File: src/hw/ogu_regs.vh
// Constants shared by the glyph unpack and line doubling logic
`ifndef OGU_REGS_VH
`define OGU_REGS_VH

// ----------------------------------------------------------------
// Pixel depth formats
// ----------------------------------------------------------------
`define OGU_FMT_1BIT 2'h0
`define OGU_FMT_2BIT 2'h1
`define OGU_FMT_4BIT 2'h2
`define OGU_FMT_BAD 2'h3

// ----------------------------------------------------------------
// Glyph geometry
// ----------------------------------------------------------------
`define OGU_HEIGHT_MIN 4'h9
`define OGU_HEIGHT_LAST_MIN 4'h8
`define OGU_GLYPH_WIDTH 8'h0C
`define OGU_LAST_PIXEL 4'hB
`define OGU_BYTE_BITS 4'h8
`define OGU_HALF_BYTE 4'h4
`define OGU_ROUND_UP 11'h007
`define OGU_BYTE_SHIFT 4'h3

`endif
File: src/hw/ogu_glyph_unpack.v
// Downloadable glyph fetcher and pixel unpacker with line doubling
`timescale 1ns/100ps
`default_nettype none
`include "ogu_regs.vh"


module ogu_glyph_unpack (
  input wire ref_clk_in, // 250 MHz clock
  input wire sys_rst_in, // Synchronous reset, active high
  input wire progressive_en_in, // Progressive scan enable
  input wire [2:0] glyph_height_select_in, // Glyph height code
  input wire [1:0] glyph_format_in, // Pixel depth format
  input wire [15:0] glyph1bit_base_pointer_in, // 1-bit area base
  input wire [15:0] glyph2bit_base_pointer_in, // 2-bit area base
  input wire [15:0] glyph4bit_base_pointer_in, // 4-bit area base
  input wire [7:0] glyph_index_in, // Glyph number in its area
  input wire row_start_in, // Pulse, first line of glyph row
  input wire line_start_in, // Pulse, start of each output line
  input wire in_area_in, // Line inside character display area
  input wire fetch_start_in, // Pulse, unpack one glyph line
  output wire [15:0] onchip_data_ram_addr_out, // RAM byte address
  output wire onchip_data_ram_rd_out, // RAM read strobe
  input wire [7:0] onchip_data_ram_data_in, // RAM read data
  input wire onchip_data_ram_valid_in, // RAM data valid pulse
  output wire pix_valid_out, // Pulse, colour index valid
  output wire [3:0] pix_index_out, // Colour vector index
  output wire pix_last_out, // Pulse with pixel 11
  output wire busy_out, // Fetch in progress
  output wire [3:0] glyph_line_out, // Current glyph pixel row
  output wire line_repeat_out // Current line is a repeat
);

  localparam ST_IDLE = 2'h0;
  localparam ST_REQ = 2'h1;
  localparam ST_WAIT = 2'h2;
  localparam ST_EMIT = 2'h3;

  // --------------------------------------------------------------
  // Helpers
  // --------------------------------------------------------------
  // Bits for a count of glyph lines; depth scales by shifting
  function [10:0] ogu_bits;
    input [4:0] lines;
    input [1:0] fmt;
    reg [10:0] base_bits;
    begin
      base_bits = {6'h00, lines} * {3'h0, `OGU_GLYPH_WIDTH};
      case (fmt)
        `OGU_FMT_2BIT: ogu_bits = base_bits << 1;
        `OGU_FMT_4BIT: ogu_bits = base_bits << 2;
        default: ogu_bits = base_bits;
      endcase
    end
  endfunction

  // Bits per pixel of a format
  function [3:0] ogu_bpp;
    input [1:0] fmt;
    begin
      case (fmt)
        `OGU_FMT_2BIT: ogu_bpp = 4'h2;
        `OGU_FMT_4BIT: ogu_bpp = 4'h4;
        default: ogu_bpp = 4'h1;
      endcase
    end
  endfunction

  reg [1:0] state_q;
  reg [1:0] fmt_q;
  reg [15:0] addr_q;
  reg [7:0] sh_q;
  reg [3:0] left_q;
  reg [3:0] pcnt_q;
  reg skip_q;
  reg [3:0] pix_q;
  reg pvalid_q;
  reg plast_q;
  wire [3:0] gline;
  wire [4:0] lines;
  wire [10:0] gbytes;
  wire [10:0] loff_bits;
  reg [15:0] base_sel;
  wire [15:0] start_addr;
  wire [3:0] bpp;
  reg [3:0] pix_val;

  // --------------------------------------------------------------
  // Line counter and repetition
  // --------------------------------------------------------------
  ogu_line_double u_line (
    .ref_clk_in(ref_clk_in),
    .sys_rst_in(sys_rst_in),
    .progressive_en_in(progressive_en_in),
    .glyph_height_select_in(glyph_height_select_in),
    .row_start_in(row_start_in),
    .line_start_in(line_start_in),
    .in_area_in(in_area_in),
    .glyph_line_out(gline),
    .line_repeat_out(line_repeat_out)
  );

  // --------------------------------------------------------------
  // Address generation
  // --------------------------------------------------------------
  assign lines = {1'b0, `OGU_HEIGHT_MIN} + {2'h0, glyph_height_select_in};
  // Round up so each glyph begins on its own byte
  assign gbytes = (ogu_bits(lines, glyph_format_in) + `OGU_ROUND_UP)
    >> `OGU_BYTE_SHIFT;
  assign loff_bits = ogu_bits({1'b0, gline}, glyph_format_in);

  // Each depth lives in its own area of the data RAM
  always @* begin
    case (glyph_format_in)
      `OGU_FMT_2BIT: base_sel = glyph2bit_base_pointer_in;
      `OGU_FMT_4BIT: base_sel = glyph4bit_base_pointer_in;
      default: base_sel = glyph1bit_base_pointer_in;
    endcase
  end

  // Index times bytes fits 8+7 bits; the sum wraps at 64 KiB
  assign start_addr = base_sel
    + ({8'h00, glyph_index_in} * {5'h00, gbytes})
    + {8'h00, loff_bits[10:3]};

  // --------------------------------------------------------------
  // Pixel extraction
  // --------------------------------------------------------------
  assign bpp = ogu_bpp(fmt_q);

  // Stored bit 0 sits highest, so the top bits are reversed
  always @* begin
    case (fmt_q)
      `OGU_FMT_2BIT: pix_val = {2'h0, sh_q[6], sh_q[7]};
      `OGU_FMT_4BIT: pix_val = {sh_q[4], sh_q[5], sh_q[6], sh_q[7]};
      default: pix_val = {3'h0, sh_q[7]};
    endcase
  end

  // --------------------------------------------------------------
  // Fetch sequencer
  // --------------------------------------------------------------
  // Pixels leave one per clock once a byte lands; the caller must
  // not restart a fetch while busy, a restart then is ignored.
  always @(posedge ref_clk_in) begin
    if (sys_rst_in) begin
      state_q <= ST_IDLE;
      fmt_q <= `OGU_FMT_1BIT;
      addr_q <= 16'h0000;
      sh_q <= 8'h00;
      left_q <= 4'h0;
      pcnt_q <= 4'h0;
      skip_q <= 1'b0;
      pix_q <= 4'h0;
      pvalid_q <= 1'b0;
      plast_q <= 1'b0;
    end else begin
      pvalid_q <= 1'b0;
      plast_q <= 1'b0;
      case (state_q)
        ST_IDLE: begin
          if (fetch_start_in && glyph_format_in != `OGU_FMT_BAD) begin
            fmt_q <= glyph_format_in;
            addr_q <= start_addr;
            skip_q <= loff_bits[2];
            pcnt_q <= 4'h0;
            state_q <= ST_REQ;
          end
        end
        ST_REQ: begin
          state_q <= ST_WAIT;
        end
        ST_WAIT: begin
          if (onchip_data_ram_valid_in) begin
            // Odd 1-bit lines start in the low nibble of a shared byte
            if (skip_q) begin
              sh_q <= onchip_data_ram_data_in << `OGU_HALF_BYTE;
              left_q <= `OGU_HALF_BYTE;
            end else begin
              sh_q <= onchip_data_ram_data_in;
              left_q <= `OGU_BYTE_BITS;
            end
            skip_q <= 1'b0;
            state_q <= ST_EMIT;
          end
        end
        ST_EMIT: begin
          pix_q <= pix_val;
          pvalid_q <= 1'b1;
          sh_q <= sh_q << bpp;
          left_q <= left_q - bpp;
          pcnt_q <= pcnt_q + 4'h1;
          if (pcnt_q == `OGU_LAST_PIXEL) begin
            // Remaining bits of the byte, such as a free nibble, drop
            plast_q <= 1'b1;
            state_q <= ST_IDLE;
          end else if (left_q == bpp) begin
            addr_q <= addr_q + 16'h0001;
            state_q <= ST_REQ;
          end
        end
        default: begin
          state_q <= ST_IDLE;
        end
      endcase
    end
  end

  assign onchip_data_ram_addr_out = addr_q;
  assign onchip_data_ram_rd_out = (state_q == ST_REQ);
  assign busy_out = (state_q != ST_IDLE);
  assign pix_valid_out = pvalid_q;
  assign pix_index_out = pix_q;
  assign pix_last_out = plast_q;
  assign glyph_line_out = gline;

endmodule // ogu_glyph_unpack
`default_nettype wire

File: src/hw/ogu_line_double.v
// Glyph line counter with progressive scan line repetition
`timescale 1ns/100ps
`default_nettype none
`include "ogu_regs.vh"

module ogu_line_double (
  input wire ref_clk_in, // Pixel domain clock
  input wire sys_rst_in, // Synchronous reset, active high
  input wire progressive_en_in, // 1 repeats each area line
  input wire [2:0] glyph_height_select_in, // 9 to 16 lines
  input wire row_start_in, // Pulse, first line of a glyph row
  input wire line_start_in, // Pulse, each output display line
  input wire in_area_in, // Line lies in character display area
  output wire [3:0] glyph_line_out, // Current glyph pixel row
  output wire line_repeat_out // Current line is the repeat copy
);

  reg [3:0] line_q;
  reg [3:0] line_d;
  reg rep_q;
  reg rep_d;
  wire [3:0] last_line;

  // --------------------------------------------------------------
  // Line advance
  // --------------------------------------------------------------
  assign last_line = `OGU_HEIGHT_LAST_MIN
    + {1'b0, glyph_height_select_in};

  // Outside the display area the counter freezes, so stray lines
  // above a row never bump it and nothing is doubled there.
  always @* begin
    line_d = line_q;
    rep_d = rep_q;
    if (row_start_in) begin
      line_d = 4'h0;
      rep_d = 1'b0;
    end else if (line_start_in) begin
      if (!in_area_in) begin
        rep_d = 1'b0;
      end else if (progressive_en_in && !rep_q) begin
        rep_d = 1'b1;
      end else begin
        rep_d = 1'b0;
        line_d = (line_q >= last_line) ? 4'h0 : line_q + 4'h1;
      end
    end
  end

  // State registers
  always @(posedge ref_clk_in) begin
    if (sys_rst_in) begin
      line_q <= 4'h0;
      rep_q <= 1'b0;
    end else begin
      line_q <= line_d;
      rep_q <= rep_d;
    end
  end

  assign glyph_line_out = line_q;
  assign line_repeat_out = rep_q;

endmodule // ogu_line_double
`default_nettype wire

File: config.mk
export PLATFORM = sky130hd
export DESIGN_NAME = ogu_glyph_unpack
export DESIGN_NICKNAME = d
export VERILOG_FILES = /design/src/hw/ogu_glyph_unpack.v /design/src/hw/ogu_line_double.v
export VERILOG_INCLUDE_DIRS = /design/src /design/src/hw
export SDC_FILE = /design/constraint.sdc
export NUM_CORES = 1
export LEC_CHECK = 0
export ABC_AREA = 1
export BUFFER_PORTS_ARGS = -buffer_cell sky130_fd_sc_hd__buf_4
export CAP_MARGIN = 20
export CORE_MARGIN = 3
export CORE_UTILIZATION = 54
export DETAILED_ROUTE_END_ITERATION = 8
export GPL_TIMING_DRIVEN = 0
export PLACE_DENSITY = 0.81
export SYNTH_ARGS = -nofsm -noshare
export SYNTH_HDL_FRONTEND = slang
export SYNTH_HIERARCHICAL = 1
export SYNTH_SLANG_ARGS = --single-unit
File: constraint.sdc
create_clock -name ref_clk_in -period 5.8 [get_ports ref_clk_in]
set_input_delay 0.58 -clock ref_clk_in [delete_from_list [all_inputs] [get_ports ref_clk_in]]
set_output_delay 0.58 -clock ref_clk_in [all_outputs]
set_load 0.01 [all_outputs]
; Word level (Yosys, flattened, before mapping)
; Index checks and enable logic that the tools add are counted.
[totals]
register_bits = 48
input_bits = 77
output_inout_bits = 29
wordCells = 90
[op_classes]
addsub = 9
mul = 3
magnitude_cmp = 1
eq_ne = 15
n_shift = 1
muxes = 30
n_bitwise = 2
reduce_logical = 17
[op_table]
columns = cell, count
row1 = case mux 16 bit (2 select lines), 2
row2 = 2-to-1 mux 16 bit, 3
row3 = case mux 4 bit (2 select lines), 3
row4 = case mux 11 bit (2 select lines), 1
row5 = case mux 10 bit (2 select lines), 1
row6 = "adder 16 x 1 -> 16 bit, second input constant", 1
row7 = adder 16 bit, 1
row8 = adder 16 x 7 -> 16 bit, 1
row9 = multiplier 8 x 8 -> 16 bit, 1
row10 = 2-to-1 mux 4 bit, 4
row11 = 2-to-1 mux 8 bit, 2
row12 = case mux 8 bit (2 select lines), 1
row13 = "adder 11 x 3 -> 11 bit, second input constant", 1
row14 = "!= test 2 bit, second input constant", 5
row15 = AND reduction 3 bit, 3
row16 = "adder 4 x 1 -> 4 bit, second input constant", 2
row17 = "== test 2 bit, second input constant", 4
row18 = 2-to-1 mux 2 bit, 4
row19 = case mux 2 bit (4 select lines), 1
row20 = nonzero test 2 bit, 4
row21 = left shift 8 x 4 -> 8 bit, 1
row22 = "multiplier 5 x 2 -> 7 bit, second input constant", 1
row23 = "== test 2 x 1 -> 1 bit, second input constant", 3
row24 = "multiplier 4 x 2 -> 6 bit, second input constant", 1
row25 = other kinds (17), 27

; Depth between registers and ports, before layout
[logic_depth]
depth_word = 9
mapped_depth = 36
depth_no_buf = 36

; Cells and area by module
; The synthesis kept the hierarchy.
[by_module_without_submodules]
columns = module, instances, cells_per_inst, area_each_um2, seq_area_each_um2
row1 = ogu_glyph_unpack, 1, 938, 6611.3, 860.8
row2 = ogu_line_double, 1, 52, 352.8, 100.1

; Least setup slack after synthesis
; OpenSTA, ideal clock, no wires.
[synth_path]
path_kind = in2reg
from = in glyph_format_in[0]
to = reg addr_q[10], in the netlist onchip_data_ram_addr_out[10]
setup_ns = 0.119
arrival_time_ns = 6.146
t_required_ns = 5.681
path_slack_ns = -0.466
path_stages = 30
path_buffers = 2
cell_sequence = inv_1 -> ha_1 -> buf_6 -> nor2_8 -> clkbuf_1 -> inv_1 -> o21ai_0 -> ha_1 -> or2_2 -> nand2_1 -> inv_1 -> nand2_1 -> fa_1 -> inv_1 -> fa_1 -> inv_1 -> fa_1 -> inv_1 -> fa_1 -> inv_1 -> fa_1 -> inv_1 -> ha_1 -> nand2_1 -> nor2_1 -> nand3_1 -> nand3_1 -> or2_2 -> nand3_1 -> a21oi_1
[synth_between]
elab_chain_cells = 8
elab_cells_between_ends = 15
classes_between = add/sub: 3 / mul: 1 / eq/ne: 4 / mux: 5 / reduce/logical: 2
[synth_rtl]
columns = item, line
row1 = start: declaration, ogu_glyph_unpack.v:12  ; input wire [1:0] glyph_format_in,
row2 = == test 2 bit / == test 2 x 1 -> 1 bit (equally long branches), "ogu_glyph_unpack.v:48, ogu_glyph_unpack.v:113"
row3 = case mux 11 bit (2 select lines), ogu_glyph_unpack.v:48  ; case (fmt)
row4 = adder 11 x 3 -> 11 bit (no source line), -
row5 = multiplier 8 x 8 -> 16 bit, ogu_glyph_unpack.v:122  ; + ({8'h00, glyph_index_in} * {5'h00, gbytes})
row6 = adder 16 bit, ogu_glyph_unpack.v:122
row7 = adder 16 x 7 -> 16 bit, ogu_glyph_unpack.v:123  ; + {8'h00, loff_bits[10:3]};
row8 = 2-to-1 mux 16 bit, ogu_glyph_unpack.v:161  ; if (fetch_start_in && glyph_format_in != `OGU_FMT_BAD) begin
row9 = case mux 16 bit (2 select lines), ogu_glyph_unpack.v:159  ; case (state_q)
row10 = end signal: assignment, ogu_glyph_unpack.v:163  ; addr_q <= start_addr;
row11 = end signal: assignment, ogu_glyph_unpack.v:197  ; addr_q <= addr_q + 16'h0001;
row12 = end: declaration, ogu_glyph_unpack.v:70  ; reg [15:0] addr_q;
; Parallel ways exist; a longest one is shown, timed or not. The select of a mux whose other input is x is not followed.
; A chain may end at the register's enable or synchronous reset.

; Worst setup path after layout
[layout_path]
from = in glyph_height_select_in[0]
to = reg addr_q[11], in the netlist onchip_data_ram_addr_out[11]
[layout_between]
elab_chain_cells = 9
[layout_rtl]
columns = item, line
row1 = start: declaration, ogu_glyph_unpack.v:11  ; input wire [2:0] glyph_height_select_in,
row2 = adder 4 x 3 -> 5 bit, ogu_glyph_unpack.v:105  ; assign lines = {1'b0, `OGU_HEIGHT_MIN} + {2'h0, glyph_height_select_in};
row3 = multiplier 5 x 2 -> 7 bit, ogu_glyph_unpack.v:47  ; base_bits = {6'h00, lines} * {3'h0, `OGU_GLYPH_WIDTH};
row4 = case mux 11 bit (2 select lines), ogu_glyph_unpack.v:48
row5 = adder 11 x 3 -> 11 bit (no source line), -
row6 = multiplier 8 x 8 -> 16 bit, ogu_glyph_unpack.v:122
row7 = adder 16 bit, ogu_glyph_unpack.v:122
row8 = adder 16 x 7 -> 16 bit, ogu_glyph_unpack.v:123
row9 = 2-to-1 mux 16 bit, ogu_glyph_unpack.v:161
row10 = case mux 16 bit (2 select lines), ogu_glyph_unpack.v:159
; Every way passes these cells. The select of a mux whose other input is x is not followed.

==> impl_metrics.ini <==
[global_routing]
grt_pass1_vias = 6895
grt.total_usage = 0.270
grt_overflow = 0
grt_pass1_wl_mm = 31.9
grt_max_degree = 15
antenna_found_initial = 0

[power]
ir_drop_mv = 0.324
power.density_mw_per_mm2 = 486
leakagePower_nw = 4.53
total_power_mw = 4.41

[die]
start_util = 0.566
fp-row-count = 40
ios = 106
die_h_um = 120
dieArea_sq_mm = 0.0143
core_sq_mm = 0.0123
die_x_um = 120

[sta]
worst_clock_skew_ns = 0.00761
period_minus_slack_ns = 6.04
fmax_mhz = 166
rsz0062_at_grt = yes
maxSlewHeadroom = 0.522
fin_crit_sh = 1.04
drv_slew = 0
worst_pin_slew_ns = 0.717
fin_ws_ns = -0.238
setup_viol = 10
hold_violations = 0
setup_tns_ns = -1.27

[final_layout]
nNetsFinal = 1354
synthToLayoutAreaGrowth_pct = 30.3
diodes = 0
drive_gt1_frac = 0.273
final_cell_count_no_fill = 1307
utilization = 0.737

[clock_tree]
clock_sinks = 48
insertion_delay_ns = 0.29
h-tree-depth = 2
tritoncts = yes
cts-root-buf = clkbuf_16
hold_buffers = 0
cts_made_buffers = 5
clk_pin_slew_ns = 0.07
cts_buffer_depth = 2

[setup_path]
critical_path_class = input pin to flip-flop
worst-path-stages = 32
worst_path_max_delay_cell = fa_1
arrival_ns = 6.26
max_stage_delay_ns = 0.54
critPathMostFrequentCell = inv_2
endpoint_kind = flip-flop
r2r_end = onchip_data_ram_addr_out[11]
crit_required_ns = 6.02
r2r_slack_ns = 0.32
reg2reg_depth = 21
crit_buf_inv = 9
critPathLaunchType = input pin
cp-endpoint = onchip_data_ram_addr_out[11]
worstPathMaxFanout = 5
critPathLaunch = glyph_height_select_in[0]
cp_top_family = adder cells
r2r-start = u_line/glyph_line_out[1]

[place]
placedCellCount = 1263
post-dp-hpwl_mm = 15.0
place_congestion = 0.961
dpl_worst_slack_ns = -0.660
portBuffers = 105

[synthesis]
synth_seq_cells = 48
syn_area_sq_mm = 0.00696
ys_async_sr_fraction = 0
synth_area_per_cell_sq_um = 7.03
synthCells = 990
syn_nets = 1206
yosysUniqueCellTypes = 49
yosysWarnings = 6
yosysSeqAreaShare = 0.138
synth-edff-count = 0
synth-main-ff-cell = dfxtp_1

[status]
violations = setup timing
status = finished, violations left

[route]
wl_per_cell_um = 15.6
drc = 0
num_vias = 7181
first_pass_iters = 5
drt_iter0_markers = 501
via_per_inst = 5.49
wirelength_mm = 20.4
ant_nets = 0

[flow_run]
cap_violations = 0

[worst_hold_path]
hold_class = flip-flop to flip-flop
[flip-flops by register name (all words and copies together) (netlist names), 2 cells and up]
signal                    cells
left_q                        4
pcnt_q                        4
state_q                       2
pix_index_out                 4
sh_q                          8
onchip_data_ram_addr_out     16
fmt_q                         2
u_line/glyph_line_out         4
[metal layers]
metal  routed length (um)  up-vias  track usage  part of all wire
li1                     -     3492            -                 -
met3                 1500       34       0.0514             0.074
met5                    0        -            0                 0
met4                  292        0       0.0551             0.014
met2                 9830      309        0.461              0.48
met1                 8770     3346        0.359              0.43
[how the worst min path moves through the flow]
stage / start / endpoint / depth (start not counted)
after floorplan: left_q[0] / left_q[0] / 2
after global placement: left_q[0] / left_q[0] / 2
after detailed placement: left_q[0] / left_q[0] / 2
after CTS: left_q[0] / left_q[0] / 2
after global routing: left_q[0] / left_q[0] / 2
final: left_q[0] / left_q[0] / 2
[power breakdown]
| group | internal (mW) | switching [mW] |
|---|---|---|
| sequential | 0.421 | 0.0981 |
| clock | 0.227 | 0.132 |
| combinational | 1.53 | 2.00 |
| total | 2.18 | 2.23 |
[layout by cell type, fill, tap and decap left out, types with 3 or more instances in the layout]
cell         n
or2_2        6
and3_1       3
clkbuf_16    6
nor2_1      62
ha_4        19
o22ai_1      3
o211ai_1     4
o21ai_0     55
xnor2_1      5
fa_1        53
a31oi_1      9
inv_2       19
o21ai_1      4
buf_6        5
buf_4      139
fa_2         4
nand4_1      6
dfxtp_1     48
o21ai_4      3
a21oi_2     11
a22o_1       7
a21oi_1     62
nand2_1    186
nor2_4       7
ha_1        62
nand3_2     14
a211oi_1     4
nand2_2     16
clkbuf_1    10
a22oi_1      4
xor2_1      15
inv_1      151
a21oi_4      5
nor3_1       6
nand2_4     15
nor2_2      17
buf_2        4
nand3_1     58
[cell usage after synthesis (7+ instances only)]
cell,instances,share of area
inv_2,8,0.0043
clkbuf_1,13,0.0070
a31oi_1,9,0.0081
nor2_1,71,0.038
a21oi_1,78,0.056
a22o_1,7,0.0088
inv_1,163,0.088
ha_1,82,0.15
nand3_1,66,0.047
or2_2,7,0.0063
nand3_2,7,0.010
nand2_1,204,0.11
nor3_1,7,0.0050
fa_1,57,0.16
dfxtp_1,48,0.14
nor2_2,12,0.011
xor2_1,15,0.019
o21ai_0,60,0.043
nand2_2,8,0.0072
[layout make-up]
cell class | count | area (sq um)
Tap cell | 168 | 210
Timing Repair Buffer | 142 | 1100
Multi-Input combinational cell | 747 | 5840
Inverter | 172 | 651
Clock buffer | 7 | 153
Buffer | 22 | 133
Fill cell | 963 | 3230
Clock inverter | 1 | 30.0
Sequential cell | 48 | 961
[metrics by stage]
stage,area (sq um),hold WS (ns)
after floorplan,7110,0.444
after global placement,8100,0.454
after detailed placement,8100,0.460
after CTS,8740,0.469
after global routing,9080,0.492
final,9080,0.466
[what timing repair did]
item                       4_1_cts  5_1_grt
gates cloned                     0        0
setup endpoints to repair       11       12
setup buffers                   24       13
resized for setup               56       58
pin swaps                       57       50
[cell families after synthesis]
kind of cell,Yosys count,synth area share
and+or+nand+nor,406,0.267
xor gates and xnor gates,21,0.0264
adders and majority gates,139,0.311
buffers and inverters,195,0.109
DFF,48,0.138
AOI/OAI and AO/OA,181,0.148
[tightest hold or removal path, cell delays in order, from the launching register on]
cell and delay, ns:
dfxtp_1 0.31, nand2_1 0.06, a21oi_1 0.06
(Power assumes the default switching activity.)
